File: src/design/i2c_irq_regs.svh
// register offsets, field positions and reset values of the interrupt status block
`ifndef I2C_IRQ_REGS_SVH
`define I2C_IRQ_REGS_SVH

`define RAW_STATUS_OFFSET      12'h030
`define MASKED_STATUS_OFFSET   12'h034
`define IRQ_CLEAR_OFFSET       12'h038
`define IRQ_MASK_OFFSET        12'h03c
`define TX_THRESHOLD_OFFSET    12'h040
`define RX_THRESHOLD_OFFSET    12'h044

`define BIT_TX_EMPTY           0
`define BIT_TX_NEAR_EMPTY      1
`define BIT_TX_FULL            2
`define BIT_TX_OVERRUN         3
`define BIT_RX_EMPTY           4
`define BIT_RX_NEAR_FULL       5
`define BIT_RX_FULL            6
`define BIT_SLV_READ_REQ       16
`define BIT_SLV_READ_UNDER     17
`define BIT_SLV_WRITE_REQ      18
`define BIT_MASTER_DONE        19
`define BIT_SLAVE_DONE         20
`define BIT_ARB_LOST           24
`define BIT_BUS_ERROR          25
`define BIT_MASTER_DONE_NOSTOP 28

`define IMPLEMENTED_MASK       32'h131f007f
`define STICKY_MASK            32'h131f0008
`define MASK_RESET             32'h00000000
`define THRESHOLD_RESET        4'h0
`define FIFO_DEPTH             5'h10

`endif

File: src/design/i2c_irq_pkg.sv
// types shared by the interrupt status block
package i2c_irq_pkg;

    typedef logic [31:0] word_t;
    typedef logic [4:0]  level_t;

    typedef struct packed {
        level_t tx_level;
        level_t rx_level;
        logic   tx_write;
        logic   slv_read_req;
        logic   slv_read_active;
        logic   slv_write_req;
        logic   master_done;
        logic   slave_done;
        logic   arb_lost;
        logic   bus_error;
        logic   master_done_nostop;
    } engine_events_t;

    typedef struct packed {
        logic        psel;
        logic        penable;
        logic        pwrite;
        logic [11:0] paddr;
        word_t       pwdata;
    } apb_req_t;

endpackage

File: src/design/i2c_masked_irq_status.sv
// masked interrupt status register of the i2c controller with apb slave
`timescale 1ns/1ps
`include "i2c_irq_regs.svh"

// Functional notes
// - bit 0 reads 1 while tx fifo empty and enabled.
// - bit 1 reads 1 when tx count at or below tx threshold.
// - bit 2 reads 1 while tx fifo full, subject to enable.
// - bit 3 sticks at 1 after a write to a full tx fifo.
// - bit 4 reads 1 while rx fifo empty.
// - bit 5 reads 1 when rx count at or above rx threshold.
// - bit 6 reads 1 while rx fifo full.
// - bit 16 reads 1 while a remote read request is pending.
// - bit 17 reads 1 when tx fifo empties during slave read.
// - bit 18 reads 1 while a remote write request is pending.
// - bit 19 reads 1 from master completion until acknowledged.
// - bit 20 reads 1 from slave completion until acknowledged.
// - bit 24 reads 1 after master arbitration loss.
// - bit 25 reads 1 after a detected bus error.
// - bit 28 reads 1 from master done without stop until acknowledged.
// - while no-stop done is pending, stretch clock and defer slave requests.
module i2c_masked_irq_status
(
    input  wire logic                       I_CLK_SYS,
    input  wire logic                       I_SRST,
    input  wire logic                       I_PSEL,
    input  wire logic                       I_PENABLE,
    input  wire logic                       I_PWRITE,
    input  wire logic [11:0]                I_PADDR,
    input  wire logic [31:0]                I_PWDATA,
    input  wire i2c_irq_pkg::engine_events_t I_EVENTS,
    output logic [31:0]                     O_PRDATA,
    output logic                            O_PREADY,
    output logic                            O_PSLVERR,
    output logic                            O_SCL_STRETCH,
    output logic                            O_SLAVE_REQ_HOLD
);
    // ==========================================================
    // bus request
    i2c_irq_pkg::apb_req_t req;
    logic                  wr_access;
    logic                  rd_access;
    logic                  mapped;

    assign req = '{psel: I_PSEL, penable: I_PENABLE, pwrite: I_PWRITE,
                   paddr: I_PADDR, pwdata: I_PWDATA};

    function automatic logic is_mapped(input logic [11:0] addr);
        is_mapped = (addr == `RAW_STATUS_OFFSET) || (addr == `MASKED_STATUS_OFFSET) ||
                    (addr == `IRQ_CLEAR_OFFSET) || (addr == `IRQ_MASK_OFFSET) ||
                    (addr == `TX_THRESHOLD_OFFSET) || (addr == `RX_THRESHOLD_OFFSET);
    endfunction

    // zero-wait slave: every access completes in its first access cycle
    assign O_PREADY  = 1'b1;
    assign mapped    = is_mapped(req.paddr);
    assign wr_access = req.psel && req.penable && req.pwrite;
    assign rd_access = req.psel && req.penable && !req.pwrite;
    assign O_PSLVERR = req.psel && req.penable && !mapped;

    // ==========================================================
    // software registers
    i2c_irq_pkg::word_t irq_mask_q;
    logic [3:0]         tx_level_threshold_q;
    logic [3:0]         rx_level_threshold_q;
    i2c_irq_pkg::word_t clear_pulse;

    always_ff @(posedge I_CLK_SYS)
    begin
        if (I_SRST)
            irq_mask_q <= `MASK_RESET;
        else if (wr_access && req.paddr == `IRQ_MASK_OFFSET)
            irq_mask_q <= req.pwdata & `IMPLEMENTED_MASK;
    end

    always_ff @(posedge I_CLK_SYS)
    begin
        if (I_SRST)
        begin
            tx_level_threshold_q <= `THRESHOLD_RESET;
            rx_level_threshold_q <= `THRESHOLD_RESET;
        end
        else if (wr_access && req.paddr == `TX_THRESHOLD_OFFSET)
            tx_level_threshold_q <= req.pwdata[3:0];
        else if (wr_access && req.paddr == `RX_THRESHOLD_OFFSET)
            rx_level_threshold_q <= req.pwdata[3:0];
    end

    // clear register is write-one-to-clear; a zero bit leaves its flag alone
    assign clear_pulse = (wr_access && req.paddr == `IRQ_CLEAR_OFFSET) ?
                         (req.pwdata & `STICKY_MASK) : 32'h00000000;

    // ==========================================================
    // level conditions
    logic tx_empty;
    logic tx_near_empty;
    logic tx_full;
    logic rx_empty;
    logic rx_near_full;
    logic rx_full;

    i2c_irq_level u_level
    (
        .i_tx_level           (I_EVENTS.tx_level),
        .i_rx_level           (I_EVENTS.rx_level),
        .i_tx_level_threshold (tx_level_threshold_q),
        .i_rx_level_threshold (rx_level_threshold_q),
        .o_tx_empty           (tx_empty),
        .o_tx_near_empty      (tx_near_empty),
        .o_tx_full            (tx_full),
        .o_rx_empty           (rx_empty),
        .o_rx_near_full       (rx_near_full),
        .o_rx_full            (rx_full)
    );

    // ==========================================================
    // sticky event flags
    logic tx_overrun;
    logic master_done;
    logic slave_done;
    logic arb_lost;
    logic bus_error;
    logic master_done_nostop;
    logic [5:0] sticky_set;
    logic [5:0] sticky_clr;
    logic [5:0] sticky_q;

    assign sticky_set = {I_EVENTS.master_done_nostop, I_EVENTS.bus_error,
                         I_EVENTS.arb_lost, I_EVENTS.slave_done,
                         I_EVENTS.master_done, I_EVENTS.tx_write && tx_full};
    assign sticky_clr = {clear_pulse[`BIT_MASTER_DONE_NOSTOP], clear_pulse[`BIT_BUS_ERROR],
                         clear_pulse[`BIT_ARB_LOST], clear_pulse[`BIT_SLAVE_DONE],
                         clear_pulse[`BIT_MASTER_DONE], clear_pulse[`BIT_TX_OVERRUN]};

    genvar g;
    generate
        for (g = 0; g < 6; g = g + 1)
        begin : g_flag
            i2c_irq_flag u_flag
            (
                .i_clk   (I_CLK_SYS),
                .i_srst  (I_SRST),
                .i_set   (sticky_set[g]),
                .i_clear (sticky_clr[g]),
                .o_flag  (sticky_q[g])
            );
        end
    endgenerate

    assign tx_overrun         = sticky_q[0];
    assign master_done        = sticky_q[1];
    assign slave_done         = sticky_q[2];
    assign arb_lost           = sticky_q[3];
    assign bus_error          = sticky_q[4];
    assign master_done_nostop = sticky_q[5];

    // ==========================================================
    // slave request deferral
    // requests arriving during an unacknowledged no-stop completion are held back
    logic slv_read_req;
    logic slv_write_req;

    assign O_SCL_STRETCH    = master_done_nostop;
    assign O_SLAVE_REQ_HOLD = master_done_nostop;
    assign slv_read_req     = I_EVENTS.slv_read_req && !master_done_nostop;
    assign slv_write_req    = I_EVENTS.slv_write_req && !master_done_nostop;

    // ==========================================================
    // raw and masked status
    i2c_irq_pkg::word_t raw_status;
    i2c_irq_pkg::word_t masked_status;

    always_comb
    begin
        raw_status                          = 32'h00000000;
        raw_status[`BIT_TX_EMPTY]           = tx_empty;
        raw_status[`BIT_TX_NEAR_EMPTY]      = tx_near_empty;
        raw_status[`BIT_TX_FULL]            = tx_full;
        raw_status[`BIT_TX_OVERRUN]         = tx_overrun;
        raw_status[`BIT_RX_EMPTY]           = rx_empty;
        raw_status[`BIT_RX_NEAR_FULL]       = rx_near_full;
        raw_status[`BIT_RX_FULL]            = rx_full;
        raw_status[`BIT_SLV_READ_REQ]       = slv_read_req;
        raw_status[`BIT_SLV_READ_UNDER]     = tx_empty && I_EVENTS.slv_read_active;
        raw_status[`BIT_SLV_WRITE_REQ]      = slv_write_req;
        raw_status[`BIT_MASTER_DONE]        = master_done;
        raw_status[`BIT_SLAVE_DONE]         = slave_done;
        raw_status[`BIT_ARB_LOST]           = arb_lost;
        raw_status[`BIT_BUS_ERROR]          = bus_error;
        raw_status[`BIT_MASTER_DONE_NOSTOP] = master_done_nostop;
    end

    assign masked_status = raw_status & irq_mask_q & `IMPLEMENTED_MASK;

    // ==========================================================
    // read data
    // status registers ignore writes since no write path targets them
    always_ff @(posedge I_CLK_SYS)
    begin
        if (I_SRST)
            O_PRDATA <= 32'h00000000;
        else if (req.psel && !req.penable && !req.pwrite)
        begin
            unique case (req.paddr)
                `RAW_STATUS_OFFSET:    O_PRDATA <= raw_status;
                `MASKED_STATUS_OFFSET: O_PRDATA <= masked_status;
                `IRQ_MASK_OFFSET:      O_PRDATA <= irq_mask_q;
                `TX_THRESHOLD_OFFSET:  O_PRDATA <= {28'h0000000, tx_level_threshold_q};
                `RX_THRESHOLD_OFFSET:  O_PRDATA <= {28'h0000000, rx_level_threshold_q};
                default:               O_PRDATA <= 32'h00000000;
            endcase
        end
    end
endmodule

File: src/design/i2c_irq_flag.sv
// one sticky flag: hardware set wins over software clear
`timescale 1ns/1ps
module i2c_irq_flag
(
    input  wire logic i_clk,
    input  wire logic i_srst,
    input  wire logic i_set,
    input  wire logic i_clear,
    output logic      o_flag
);
    always_ff @(posedge i_clk)
    begin
        if (i_srst)
            o_flag <= 1'b0;
        else if (i_set)
            o_flag <= 1'b1;
        else if (i_clear)
            o_flag <= 1'b0;
    end
endmodule

File: src/design/i2c_irq_level.sv
// fifo level conditions derived from entry counts and thresholds
`timescale 1ns/1ps
`include "i2c_irq_regs.svh"
module i2c_irq_level
(
    input  wire logic [4:0] i_tx_level,
    input  wire logic [4:0] i_rx_level,
    input  wire logic [3:0] i_tx_level_threshold,
    input  wire logic [3:0] i_rx_level_threshold,
    output logic            o_tx_empty,
    output logic            o_tx_near_empty,
    output logic            o_tx_full,
    output logic            o_rx_empty,
    output logic            o_rx_near_full,
    output logic            o_rx_full
);
    assign o_tx_empty      = (i_tx_level == 5'h00);
    assign o_tx_near_empty = (i_tx_level <= {1'b0, i_tx_level_threshold});
    assign o_tx_full       = (i_tx_level >= `FIFO_DEPTH);
    assign o_rx_empty      = (i_rx_level == 5'h00);
    assign o_rx_near_full  = (i_rx_level >= {1'b0, i_rx_level_threshold});
    assign o_rx_full       = (i_rx_level >= `FIFO_DEPTH);
endmodule

File: config.mk
export PLATFORM = sky130hd
export DESIGN_NAME = i2c_masked_irq_status
export DESIGN_NICKNAME = d
export VERILOG_FILES = /design/src/design/i2c_irq_pkg.sv /design/src/design/i2c_masked_irq_status.sv /design/src/design/i2c_irq_flag.sv /design/src/design/i2c_irq_level.sv
export VERILOG_INCLUDE_DIRS = /design/src /design/src/design
export SDC_FILE = /design/constraint.sdc
export NUM_CORES = 1
export LEC_CHECK = 0
export BUFFER_PORTS_ARGS = -buffer_cell sky130_fd_sc_hd__buf_2
export CAP_MARGIN = 20
export CORE_ASPECT_RATIO = 0.7
export CORE_UTILIZATION = 33
export DETAILED_ROUTE_END_ITERATION = 10
export MAX_ROUTING_LAYER = met4
export PLACE_DENSITY = 0.65
export SYNTH_ARGS = -nofsm -noshare
export SYNTH_HDL_FRONTEND = slang
export SYNTH_HIERARCHICAL = 1
export SYNTH_SLANG_ARGS = --single-unit
File: constraint.sdc
create_clock -name I_CLK_SYS -period 2.45 [get_ports I_CLK_SYS]
set_input_delay 0.49 -clock I_CLK_SYS [delete_from_list [all_inputs] [get_ports I_CLK_SYS]]
set_output_delay 0.49 -clock I_CLK_SYS [all_outputs]
set_load 0.005 [all_outputs]
==> summary.txt, run 1 <==
Timing
  – Relative slew margins: 0.390
  – Setup repair after global routing missed its margin: false
  – Setup-failing EPs final: 0
  – Fin Setup TNS: 0 ps
  – Worst-Margin Slew: 912 ps
  – Final hold slack: 417 ps
  – Max Clk Rate: approximately 450 MHz
  – Pins Over Slew Limit: 0
  – Hold Vio Cnt, Final: 0
  – Fin crit share: 0.904
  – Clk_skew: ~4.7 ps
  – Minimum clock period: 2210 ps

Layout
  – Core Util, Final: 0.404
  – # nets final: around 440
  – Layout Cells excl Fill: 458
  – Fill cell count: approximately 760
  – Most frequent cells in the layout: buf_2 (68), dfxtp_1 (44), nand2_1 (30)
  – Synth-to-Final Area Change: 18.5%
  – Most common cell after layout, fill and taps aside: buf_2
  – ANT cells: 0
  – Share of cells above drive strength 1: 0.339

Place
  – Final Wtd Congestion: around 0.80
  – # port buffers: just under 70
  – Placed cells: 450
  – Detailed placer's ending HPWL: roughly 5 mm

Die
  – Die Y: around 75 um
  – # IOs: ~100
  – Die Area: slightly below 8000 um2
  – Initial Util: 0.341
  – Core area: about 7300 um2
  – Die width: about 110 um
  – FP Rows: 26

Detailed routing
  – Routed len/inst: roughly 14 um
  – Vias: 2,266
  – Final ANT Viol Nets: 0
  – Iter 0 DRT Violations: between 80 and 90
  – Drt first pass iters: 4
  – Vias per cell: slightly below 5
  – WL final: ~6.5 mm
  – DRC Markers: 0

Clock tree
  – Clock-pin slew on the worst setup and hold paths: approximately 90 ps
  – Number of post-CTS setup repair buffers: 0
  – CTS Sinks: 44
  – Max clock buf depth: 2
  – Post-CTS Resized: 0
  – Root Driver: clkbuf_8
  – CTS tree: built
  – CTS buffer count: 5
  – CTS Hold Bufs: 0
  – H-tree depth: 2
  – Skew-Pair Late Insertion Delay: around 300 ps

Power and ir drop
  – VDD IR-drop max: 0.000187 V
  – P_leak: around 1.2 nW
  – Switch Pwr: 365 uW
  – Reg power frac: 0.526
  – Power Density: between 400 and 500 nW/um2
  – Tot Pwr: roughly 1.4 mW
  – Logic gate share of total power: 0.120
  – Sw frac: 0.264
  – Internal power: between 1 and 1.5 mW
  – Clock share of power: 0.354

Synth
  – Register bit total from synthesis: 44
  – Synth Area per Inst: roughly 8.5 um2
  – Count of yosys warnings during synthesis: 6
  – Top FF cell, synth: dfxtp_1
  – Asr flop ratio synth: 0
  – Post-synthesis cell area: approximately 2500 um2
  – Cells after Synth: ~290
  – Post-synthesis sequential area ratio: 0.354
  – Synth cell types: 44
  – Post-synth EDFFs: 0

Worst setup path
  – Buf/Inv on CP: 2
  – Reg-to-reg endpoint: O_PRDATA[1]
  – Crit path capture type: output pin
  – Critical Path RT: between 1500 and 2000 ps
  – CP startpoint kind: primary input
  – Crit path cell chain: buf_2 > or4_4 > o311a_2 > buf_2
  – CP Data Arrival Time: roughly 1700 ps
  – Slowest CP cell: or4_4
  – Max incr delay on CP: between 500 and 600 ps
  – Worst R2R Path Depth: 8
  – CP Max Fanout: 5
  – Critical R2R Launch: tx_level_threshold_q[2]
  – CP dominant cell by count: buf_2
  – Crit-path leading delay family: simple AND/OR/NAND/NOR gates
  – Setup CP Type: primary input to output pin
  – R2r setup slk: between 600 and 700 ps

Min path
  – WHS Path Cells: 3
  – Worst Hold Endpoint: g_flag[5].u_flag/o_flag
  – Hold crit path type: primary input to register
  – Hold path startpoint: I_EVENTS[0]

Global route
  – GRT Total Usage: 0.172
  – First-pass GRT wire length: slightly above 10 mm
  – GRT overflow: 0
  – Antenna violations before repair: 0
  – Largest net degree at the start of global routing: 33
  – Vias in the first global route: a little over 2,000

Status
  – Status: finished, final reports clean

Job
  – Max-Cap Viols: 0
metal layers:
metal | vias up | share of wire | track usage
met5 | - | 0 | -
met4 | 0 | 0.0055 | 0.0370
met3 | 7 | 0.063 | 0.0364
met2 | 70 | 0.40 | 0.248
met1 | 1061 | 0.53 | 0.245
li1 | 1128 | - | -
power groups by stage:
| stage | Combinational [mW] | Sequential [mW] | Clock (mW) |
|---|---|---|---|
| 5_1_grt | 0.185 | 0.730 | 0.532 |
| 6_report | 0.166 | 0.729 | 0.491 |
| 3_3_place_gp | 0.161 | 0.745 | 0 |
| 2_1_floorplan | 0.104 | 0.745 | 0 |
| 3_5_place_dp | 0.165 | 0.745 | 0 |
| 4_1_cts | 0.165 | 0.728 | 0.498 |
sequential cells by signal, indices dropped and copies added, names as in the netlist:
signal / count
rx_level_threshold_q: 4
g_flag.u_flag/o_flag: 6
tx_level_threshold_q: 4
irq_mask_q: 15
O_PRDATA: 15
cell usage after synthesis (3+ instances only):
| library cell | count | area share |
|---|---|---|
| nor2_1 | 17 | 0.026 |
| nor3_1 | 3 | 0.0060 |
| nand2_2 | 10 | 0.025 |
| mux2_2 | 4 | 0.018 |
| or4_1 | 3 | 0.0091 |
| a21oi_2 | 17 | 0.060 |
| o2111ai_1 | 6 | 0.021 |
| nand4_1 | 6 | 0.015 |
| inv_1 | 19 | 0.029 |
| o22ai_1 | 8 | 0.020 |
| mux2i_1 | 8 | 0.032 |
| nor4_1 | 3 | 0.0075 |
| nand3_1 | 8 | 0.016 |
| nand2b_1 | 7 | 0.018 |
| a21oi_1 | 15 | 0.030 |
| nand2_1 | 30 | 0.045 |
| buf_4 | 19 | 0.057 |
| or4_4 | 3 | 0.014 |
| dfxtp_1 | 44 | 0.35 |
| a221o_1 | 4 | 0.016 |
| ha_1 | 8 | 0.040 |
| o21ai_0 | 8 | 0.016 |
| clkbuf_1 | 10 | 0.015 |
| and2_1 | 7 | 0.018 |
tightest hold or removal path: stages:
cell and delay [ps]:
buf_2 90, inv_1 50, a21oi_2 40
cell type report:
cell class	count	area, um2	area share
multi-input combinational	212	1370	0.465
sequential	44	881	0.299
timing repair buffer	77	408	0.138
tap	98	123	0.0416
clock buffer	7	86.3	0.0293
inverter	19	71.3	0.0242
clock inverter	1	7.51	0.00255
cell families (layout without fill, tap and decap cells):
kind of cell	Yosys count	count (layout)	synth area share
buf+inv	53	104	0.119
compound gates	62	62	0.179
fa+ha+maj	8	8	0.0402
simple gates	112	112	0.255
other cells	2	18	0.00302
flops	44	44	0.354
mux	12	12	0.0503
per-stage QoR:
stage	area (um2)	setup WS [ps]
floorplan	2550	361
global placement	2850	255
detailed placement	2850	232
CTS	2950	246
global route	2950	223
finish	2950	236
how the worst max path moves through the flow:
| stage | start | slack (ps) | end | cells past startpoint |
|---|---|---|---|---|
| finish | I_PADDR[11] | 240 | O_PSLVERR | 4 |
| global route | I_PADDR[11] | 220 | O_PSLVERR | 4 |
| global placement | I_PADDR[11] | 260 | O_PSLVERR | 4 |
| CTS | I_PADDR[11] | 250 | O_PSLVERR | 4 |
| floorplan | I_PADDR[11] | 360 | irq_mask_q[0] | 6 |
| detailed placement | I_PADDR[11] | 230 | irq_mask_q[18] | 5 |
No activity file was read; power rests on OpenSTA's default activity.
==> run 2, diff against run 1 <==
--- a/config.mk
+++ b/config.mk
@@ -6,13 +6,14 @@
 export SDC_FILE = /design/constraint.sdc
 export NUM_CORES = 1
 export LEC_CHECK = 0
+export ABC_AREA = 1
 export BUFFER_PORTS_ARGS = -buffer_cell sky130_fd_sc_hd__buf_2
 export CAP_MARGIN = 20
 export CORE_ASPECT_RATIO = 0.7
-export CORE_UTILIZATION = 33
+export CORE_UTILIZATION = 40
 export DETAILED_ROUTE_END_ITERATION = 10
 export MAX_ROUTING_LAYER = met4
-export PLACE_DENSITY = 0.65
+export PLACE_DENSITY = 0.73
 export SYNTH_ARGS = -nofsm -noshare
 export SYNTH_HDL_FRONTEND = slang
 export SYNTH_HIERARCHICAL = 1
==> summary.txt, run 2 <==
Die
  – FP Rows: 25
  – Die Y: 73.2 um
  – Die width: slightly above 100 um
  – Core area: 6880 um2
  – # IOs: 104
  – Die Area: ~7600 um2
  – Initial Util: 0.421

Synth
  – Synth Area per Inst: ~6.8 um2
  – Synth area leaders: dfxtp_1 (30%), nand3_1 (11%), inv_1 (10%)
  – Top FF cell, synth: dfxtp_1
  – Asr flop ratio synth: 0
  – Synth cell types: 28
  – Cells after Synth: around 430
  – Post-synthesis sequential area ratio: 0.304
  – Register bit total from synthesis: between 40 and 50
  – Commonest cells in the netlist: inv_1 (78), nand2_1 (70), nand3_1 (66)
  – Top cell type's share of synthesized area: 0.304
  – Top-count cell post-synth: inv_1
  – Post-synth top area cell: dfxtp_1
  – Count of yosys warnings during synthesis: 6
  – Post-synth EDFFs: 0
  – Post-synthesis cell area: 2900 um2

Global route
  – GRT overflow: 0
  – First-pass GRT wire length: ~11 mm
  – Vias in the first global route: 2,418
  – Antenna violations before repair: 0
  – Largest net degree at the start of global routing: 35
  – GRT Total Usage: 0.191

Worst setup path
  – Critical R2R Launch: rx_level_threshold_q[2]
  – Critical Path RT: between 1500 and 2000 ps
  – Setup CP Type: primary input to output pin
  – CP startpoint kind: primary input
  – CP Data Arrival Time: between 1500 and 2000 ps
  – CP Max Fanout: 6
  – Reg-to-reg endpoint: O_PRDATA[5]
  – Worst R2R Path Depth: 12
  – Crit path capture type: output pin
  – R2r setup slk: roughly 840 ps

Place
  – Final Wtd Congestion: slightly below 0.9
  – DP Area: 3160 um2
  – Detailed placer's ending HPWL: a little over 5 mm
  – # port buffers: between 60 and 70

Timing
  – Relative slew margins: 0.537
  – Minimum clock period: roughly 2100 ps
  – Max Clk Rate: roughly 470 MHz
  – Fin crit share: 0.870
  – Worst-Margin Slew: slightly below 700 ps
  – Pins Over Slew Limit: 0
  – Setup-failing EPs final: 0
  – Fin Setup TNS: 0 ps
  – Setup repair after global routing missed its margin: false
  – Clk_skew: approximately 5.9 ps
  – Final hold slack: ~420 ps
  – Hold Vio Cnt, Final: 0

Layout
  – Most common cell after layout, fill and taps aside: inv_1
  – Most frequent cells in the layout: inv_1 (78), nand2_1 (70), buf_2 (68)
  – Core Util, Final: 0.473
  – Synth-to-Final Area Change: 12.3%
  – Share of cells above drive strength 1: 0.237
  – Fill cell count: around 700
  – Biggest regs: O_PRDATA (15), irq_mask_q (15), g_flag.u_flag/o_flag (6)
  – # nets final: 560
  – ANT cells: 0
  – Design Area, Final: between 3000 and 4000 um2

Power and ir drop
  – VDD IR-drop max: approximately 0.00030 V
  – Power Density: 428 nW/um2
  – Reg power frac: 0.527
  – Sw frac: 0.268
  – P_leak: 1.57 nW
  – Tot Pwr: around 1.4 mW
  – Clock share of power: 0.351
  – Internal power: roughly 1.0 mW
  – Switch Pwr: 373 uW
  – Logic gate share of total power: 0.122

Clock tree
  – Root Driver: clkbuf_8
  – Max clock buf depth: 2
  – Post-CTS Resized: 0
  – CTS tree: built
  – Skew-Pair Late Insertion Delay: 300 ps
  – CTS Hold Bufs: 0
  – Number of post-CTS setup repair buffers: 0
  – H-tree depth: 2
  – Clock-pin slew on the worst setup and hold paths: roughly 90 ps
  – CTS Sinks: 44
  – CTS buffer count: 5

Detailed routing
  – Drt first pass iters: 4
  – WL final: between 6 and 7 mm
  – Final ANT Viol Nets: 0
  – Vias per cell: between 4 and 5
  – DRC Markers: 0
  – Iter 0 DRT Violations: between 150 and 200
  – Routed len/inst: around 12 um
  – Vias: about 2,700

Min path
  – Hold path startpoint: I_EVENTS[4]
  – WHS Path Cells: 3
  – Worst Hold Endpoint: g_flag[1].u_flag/o_flag
  – Hold crit path type: primary input to register

Status
  – Status: finished, final reports clean

Job
  – Max-Cap Viols: 0
==> run 2: how the worst max path moves through the flow <==
stage | startpoint | endpoint | slack [ps]
final | I_PADDR[4] | O_PSLVERR | 320
after CTS | I_PADDR[4] | O_PSLVERR | 340
after global routing | I_PADDR[2] | O_PSLVERR | 290
after detailed placement | I_PADDR[4] | O_PSLVERR | 350
after floorplan | I_PADDR[4] | O_PSLVERR | 740
after global placement | I_PADDR[4] | O_PSLVERR | 350
==> run 2: kinds of logic after synthesis <==
kind of cell,share of synthesized area
AOI/OAI and AO/OA,0.147
and+or+nand+nor,0.310
DFF,0.304
other,0.00259
adders and majority gates,0.0346
buffers and inverters,0.202
==> run 2: per-layer routing <==
metal,routed length [um],global-route usage,up-vias
li1,-,-,1431
met4,62,0.0397,0
met5,0,-,-
met1,3280,0.248,1199
met2,2940,0.295,84
met3,471,0.0563,8
==> run 2: area by class of cell <==
class	count	area (um2)	share of cell area
multi-input cells	282	1500	0.460
flip-flops and latches	44	881	0.271
repair buffers	71	363	0.112
inverters	80	302	0.0927
well taps	94	118	0.0362
clock buffers	7	86.3	0.0265
clock inverters	1	7.51	0.00231
==> run 2: through the flow <==
| step | worst slack [ps] | instances |
|---|---|---|
| detailed placement | 350 | 571 |
| CTS | 344 | 579 |
| global route | 292 | 579 |
| floorplan | 738 | 443 |
| global placement | 350 | 571 |
| finish | 319 | 579 |
==> run 2: critical path, stage by stage <==
cell and delay [ps]:
buf_2 100, nand2_1 70, inv_2 40, nand2_4 140, inv_1 120, o21ai_0 170, nand4_1 90, nor3_1 240
buf_2 170
==> run 2: power by group through the flow <==
stage	logic, mW	clock network [mW]	registers, mW
6_report	0.170	0.488	0.734
5_1_grt	0.193	0.531	0.736
4_1_cts	0.170	0.498	0.734
3_5_place_dp	0.169	0	0.751
3_3_place_gp	0.166	0	0.750
2_1_floorplan	0.115	0	0.749
==> run 3, diff against run 2 <==
--- a/config.mk
+++ b/config.mk
@@ -16,5 +16,4 @@
 export PLACE_DENSITY = 0.73
 export SYNTH_ARGS = -nofsm -noshare
 export SYNTH_HDL_FRONTEND = slang
-export SYNTH_HIERARCHICAL = 1
 export SYNTH_SLANG_ARGS = --single-unit
==> summary.txt, run 3 <==
Layout
  – Most frequent cells in the layout: nand2_1 (76), buf_2 (68), inv_1 (51), nor2_1 (51), nand3_1 (46)
  – Biggest regs: O_PRDATA (15), irq_mask_q (15), g_flag.u_flag.o_flag (6)
  – Most common cell after layout, fill and taps aside: nand2_1
  – Synth-to-Final Area Change: 17.0%
  – Design Area, Final: around 3200 um2
  – Core Util, Final: 0.496
  – Layout Cells excl Fill: 568
  – # nets final: 552
  – ANT cells: 0
  – Share of cells above drive strength 1: 0.212

Timing
  – Pins Over Slew Limit: 0
  – Hold Vio Cnt, Final: 0
  – Max Clk Rate: 456 MHz
  – Setup repair after global routing missed its margin: false
  – Worst-Margin Slew: slightly below 800 ps
  – Setup-failing EPs final: 0
  – Fin crit share: 0.895
  – Minimum clock period: approximately 2200 ps
  – Fin Setup TNS: 0 ps
  – Relative slew margins: 0.481
  – Clk_skew: approximately 6.0 ps

Synth
  – Area share of fa/ha/maj cells after synthesis: 0.0371
  – Largest family of logic cells by synthesized area: simple AND/OR/NAND/NOR gates
  – Cells after Synth: approximately 410
  – Post-synth EDFFs: 0
  – Synth area leaders: dfxtp_1 (33%), nand2_1 (11%), nand3_1 (8.5%)
  – Post-synth top area cell: dfxtp_1
  – Post-synthesis mux area share: 0
  – Register bit total from synthesis: 44
  – Asr flop ratio synth: 0
  – Top FF cell, synth: dfxtp_1
  – Post-synthesis sequential area ratio: 0.326
  – Post-synthesis cell area: ~2700 um2
  – Count of yosys warnings during synthesis: 0
  – Synth Area in XOR/XNOR: 0
  – Top cell type's share of synthesized area: 0.326
  – Synthesized-area fraction occupied by and/or/nand/nor cells: 0.352
  – Commonest cells in the netlist: nand2_1 (76), inv_1 (51), nor2_1 (51)
  – Top-count cell post-synth: nand2_1
  – Synth Area in Compound Gates: 0.129
  – Synth Area per Inst: 6.57 um2
  – Synth cell types: 28

Worst setup path
  – CP startpoint kind: primary input
  – Slowest CP cell: nor2_2
  – CP Max Fanout: 9
  – Max incr delay on CP: approximately 340 ps
  – Crit-path leading delay family: simple AND/OR/NAND/NOR gates
  – Critical Path RT: ~2000 ps
  – Crit path capture type: output pin
  – CP Data Arrival Time: roughly 1700 ps
  – Crit path cell chain: buf_2 > nor2_2 > nand3_2 > nor2_2 > nand2_1 > nand2_1 > nor3_1 > buf_2
  – Buf/Inv on CP: 2
  – Setup CP Type: primary input to output pin

Power and ir drop
  – Power Density: approximately 470 nW/um2
  – Tot Pwr: 1.49 mW
  – P_leak: approximately 1.5 nW
  – VDD IR-drop max: 0.000239 V

Clock tree
  – Skew-Pair Late Insertion Delay: roughly 300 ps
  – CTS buffer count: 5
  – CTS Hold Bufs: 0
  – Number of post-CTS setup repair buffers: 0
  – Root Driver: clkbuf_8
  – CTS Sinks: 44
  – CTS tree: built
  – Post-CTS Resized: 0
  – H-tree depth: 2
  – Max clock buf depth: 2
  – Clock-pin slew on the worst setup and hold paths: ~90 ps

Detailed routing
  – DRC Markers: 0
  – Final ANT Viol Nets: 0
  – Vias: 2,756
  – WL final: approximately 7.0 mm
  – Drt first pass iters: 5
  – Vias per cell: about 4.9
  – Iter 0 DRT Violations: approximately 220
  – Routed len/inst: approximately 12 um

Global route
  – Vias in the first global route: around 2,500
  – Antenna violations before repair: 0
  – GRT Total Usage: 0.209
  – GRT overflow: 0
  – Largest net degree at the start of global routing: 29
  – First-pass GRT wire length: between 10 and 15 mm

Status
  – Status: finished, final reports clean

Min path
  – Hold crit path type: primary input to register

Place
  – Placed cells: 560
  – Detailed placer's ending HPWL: between 5 and 6 mm
  – Final Wtd Congestion: 0.873
  – # port buffers: a little under 70
  – DP Area: approximately 3000 um2

Die
  – Die width: 100 um
  – Core area: 6370 um2
  – Initial Util: 0.424
  – Die Area: 7090 um2
  – # IOs: 104
  – Die Y: 70.8 um
  – FP Rows: 24

Job
  – Max-Cap Viols: 0
[run 3: worst min-delay path: stages]
cell and delay (ps):
buf_2 80, a21oi_1 30, nor2_1 70
[run 3: final cells by class]
type | count | area [um2]
inverter | 52 | 195
clock buffer | 6 | 82.6
tap | 91 | 114
multi-input combinational | 300 | 1470
sequential | 44 | 881
timing repair buffer | 73 | 378
clock inverter | 2 | 38.8
fill | 664 | 3210
[run 3: worst paths after layout]
kind	end	slack, ps	cells past startpoint	startpoint
max	O_PSLVERR	260	8	I_PADDR[9]
min	g_flag[3].u_flag.o_flag	400	3	I_EVENTS[2]
max reg2reg	O_PRDATA[5]	980	7	rx_level_threshold_q[2]
min reg2reg	O_PRDATA[16]	460	2	O_PRDATA[16]
[run 3: per-layer routing]
layer  GRT usage  part of all wire  up-vias
li1            -                 -     1412
met1       0.292              0.49     1221
met2       0.311              0.42      109
met3      0.0455             0.076       14
met4      0.0435             0.012        0
met5           -                 0        -
[run 3: cells by family after synthesis]
group                    count (synthesis)
AND/OR/NAND/NOR                        205
buffers and inverters                   83
AO/OA/AOI/OAI                           69
flip-flops                              44
adder cells (fa/ha/maj)                  8
other                                    2
[run 3: where the power goes]
part	switching (mW)	internal, mW
clock	0.264	0.334
combinational	0.0949	0.0625
sequential	0.00781	0.725
total	0.367	1.12
[run 3: per-stage QoR]
| step | setup WS (ps) | hold WS [ps] |
|---|---|---|
| floorplan | 706 | 439 |
| global placement | 269 | 452 |
| detailed placement | 258 | 455 |
| CTS | 247 | 397 |
| global route | 155 | 402 |
| finish | 258 | 397 |
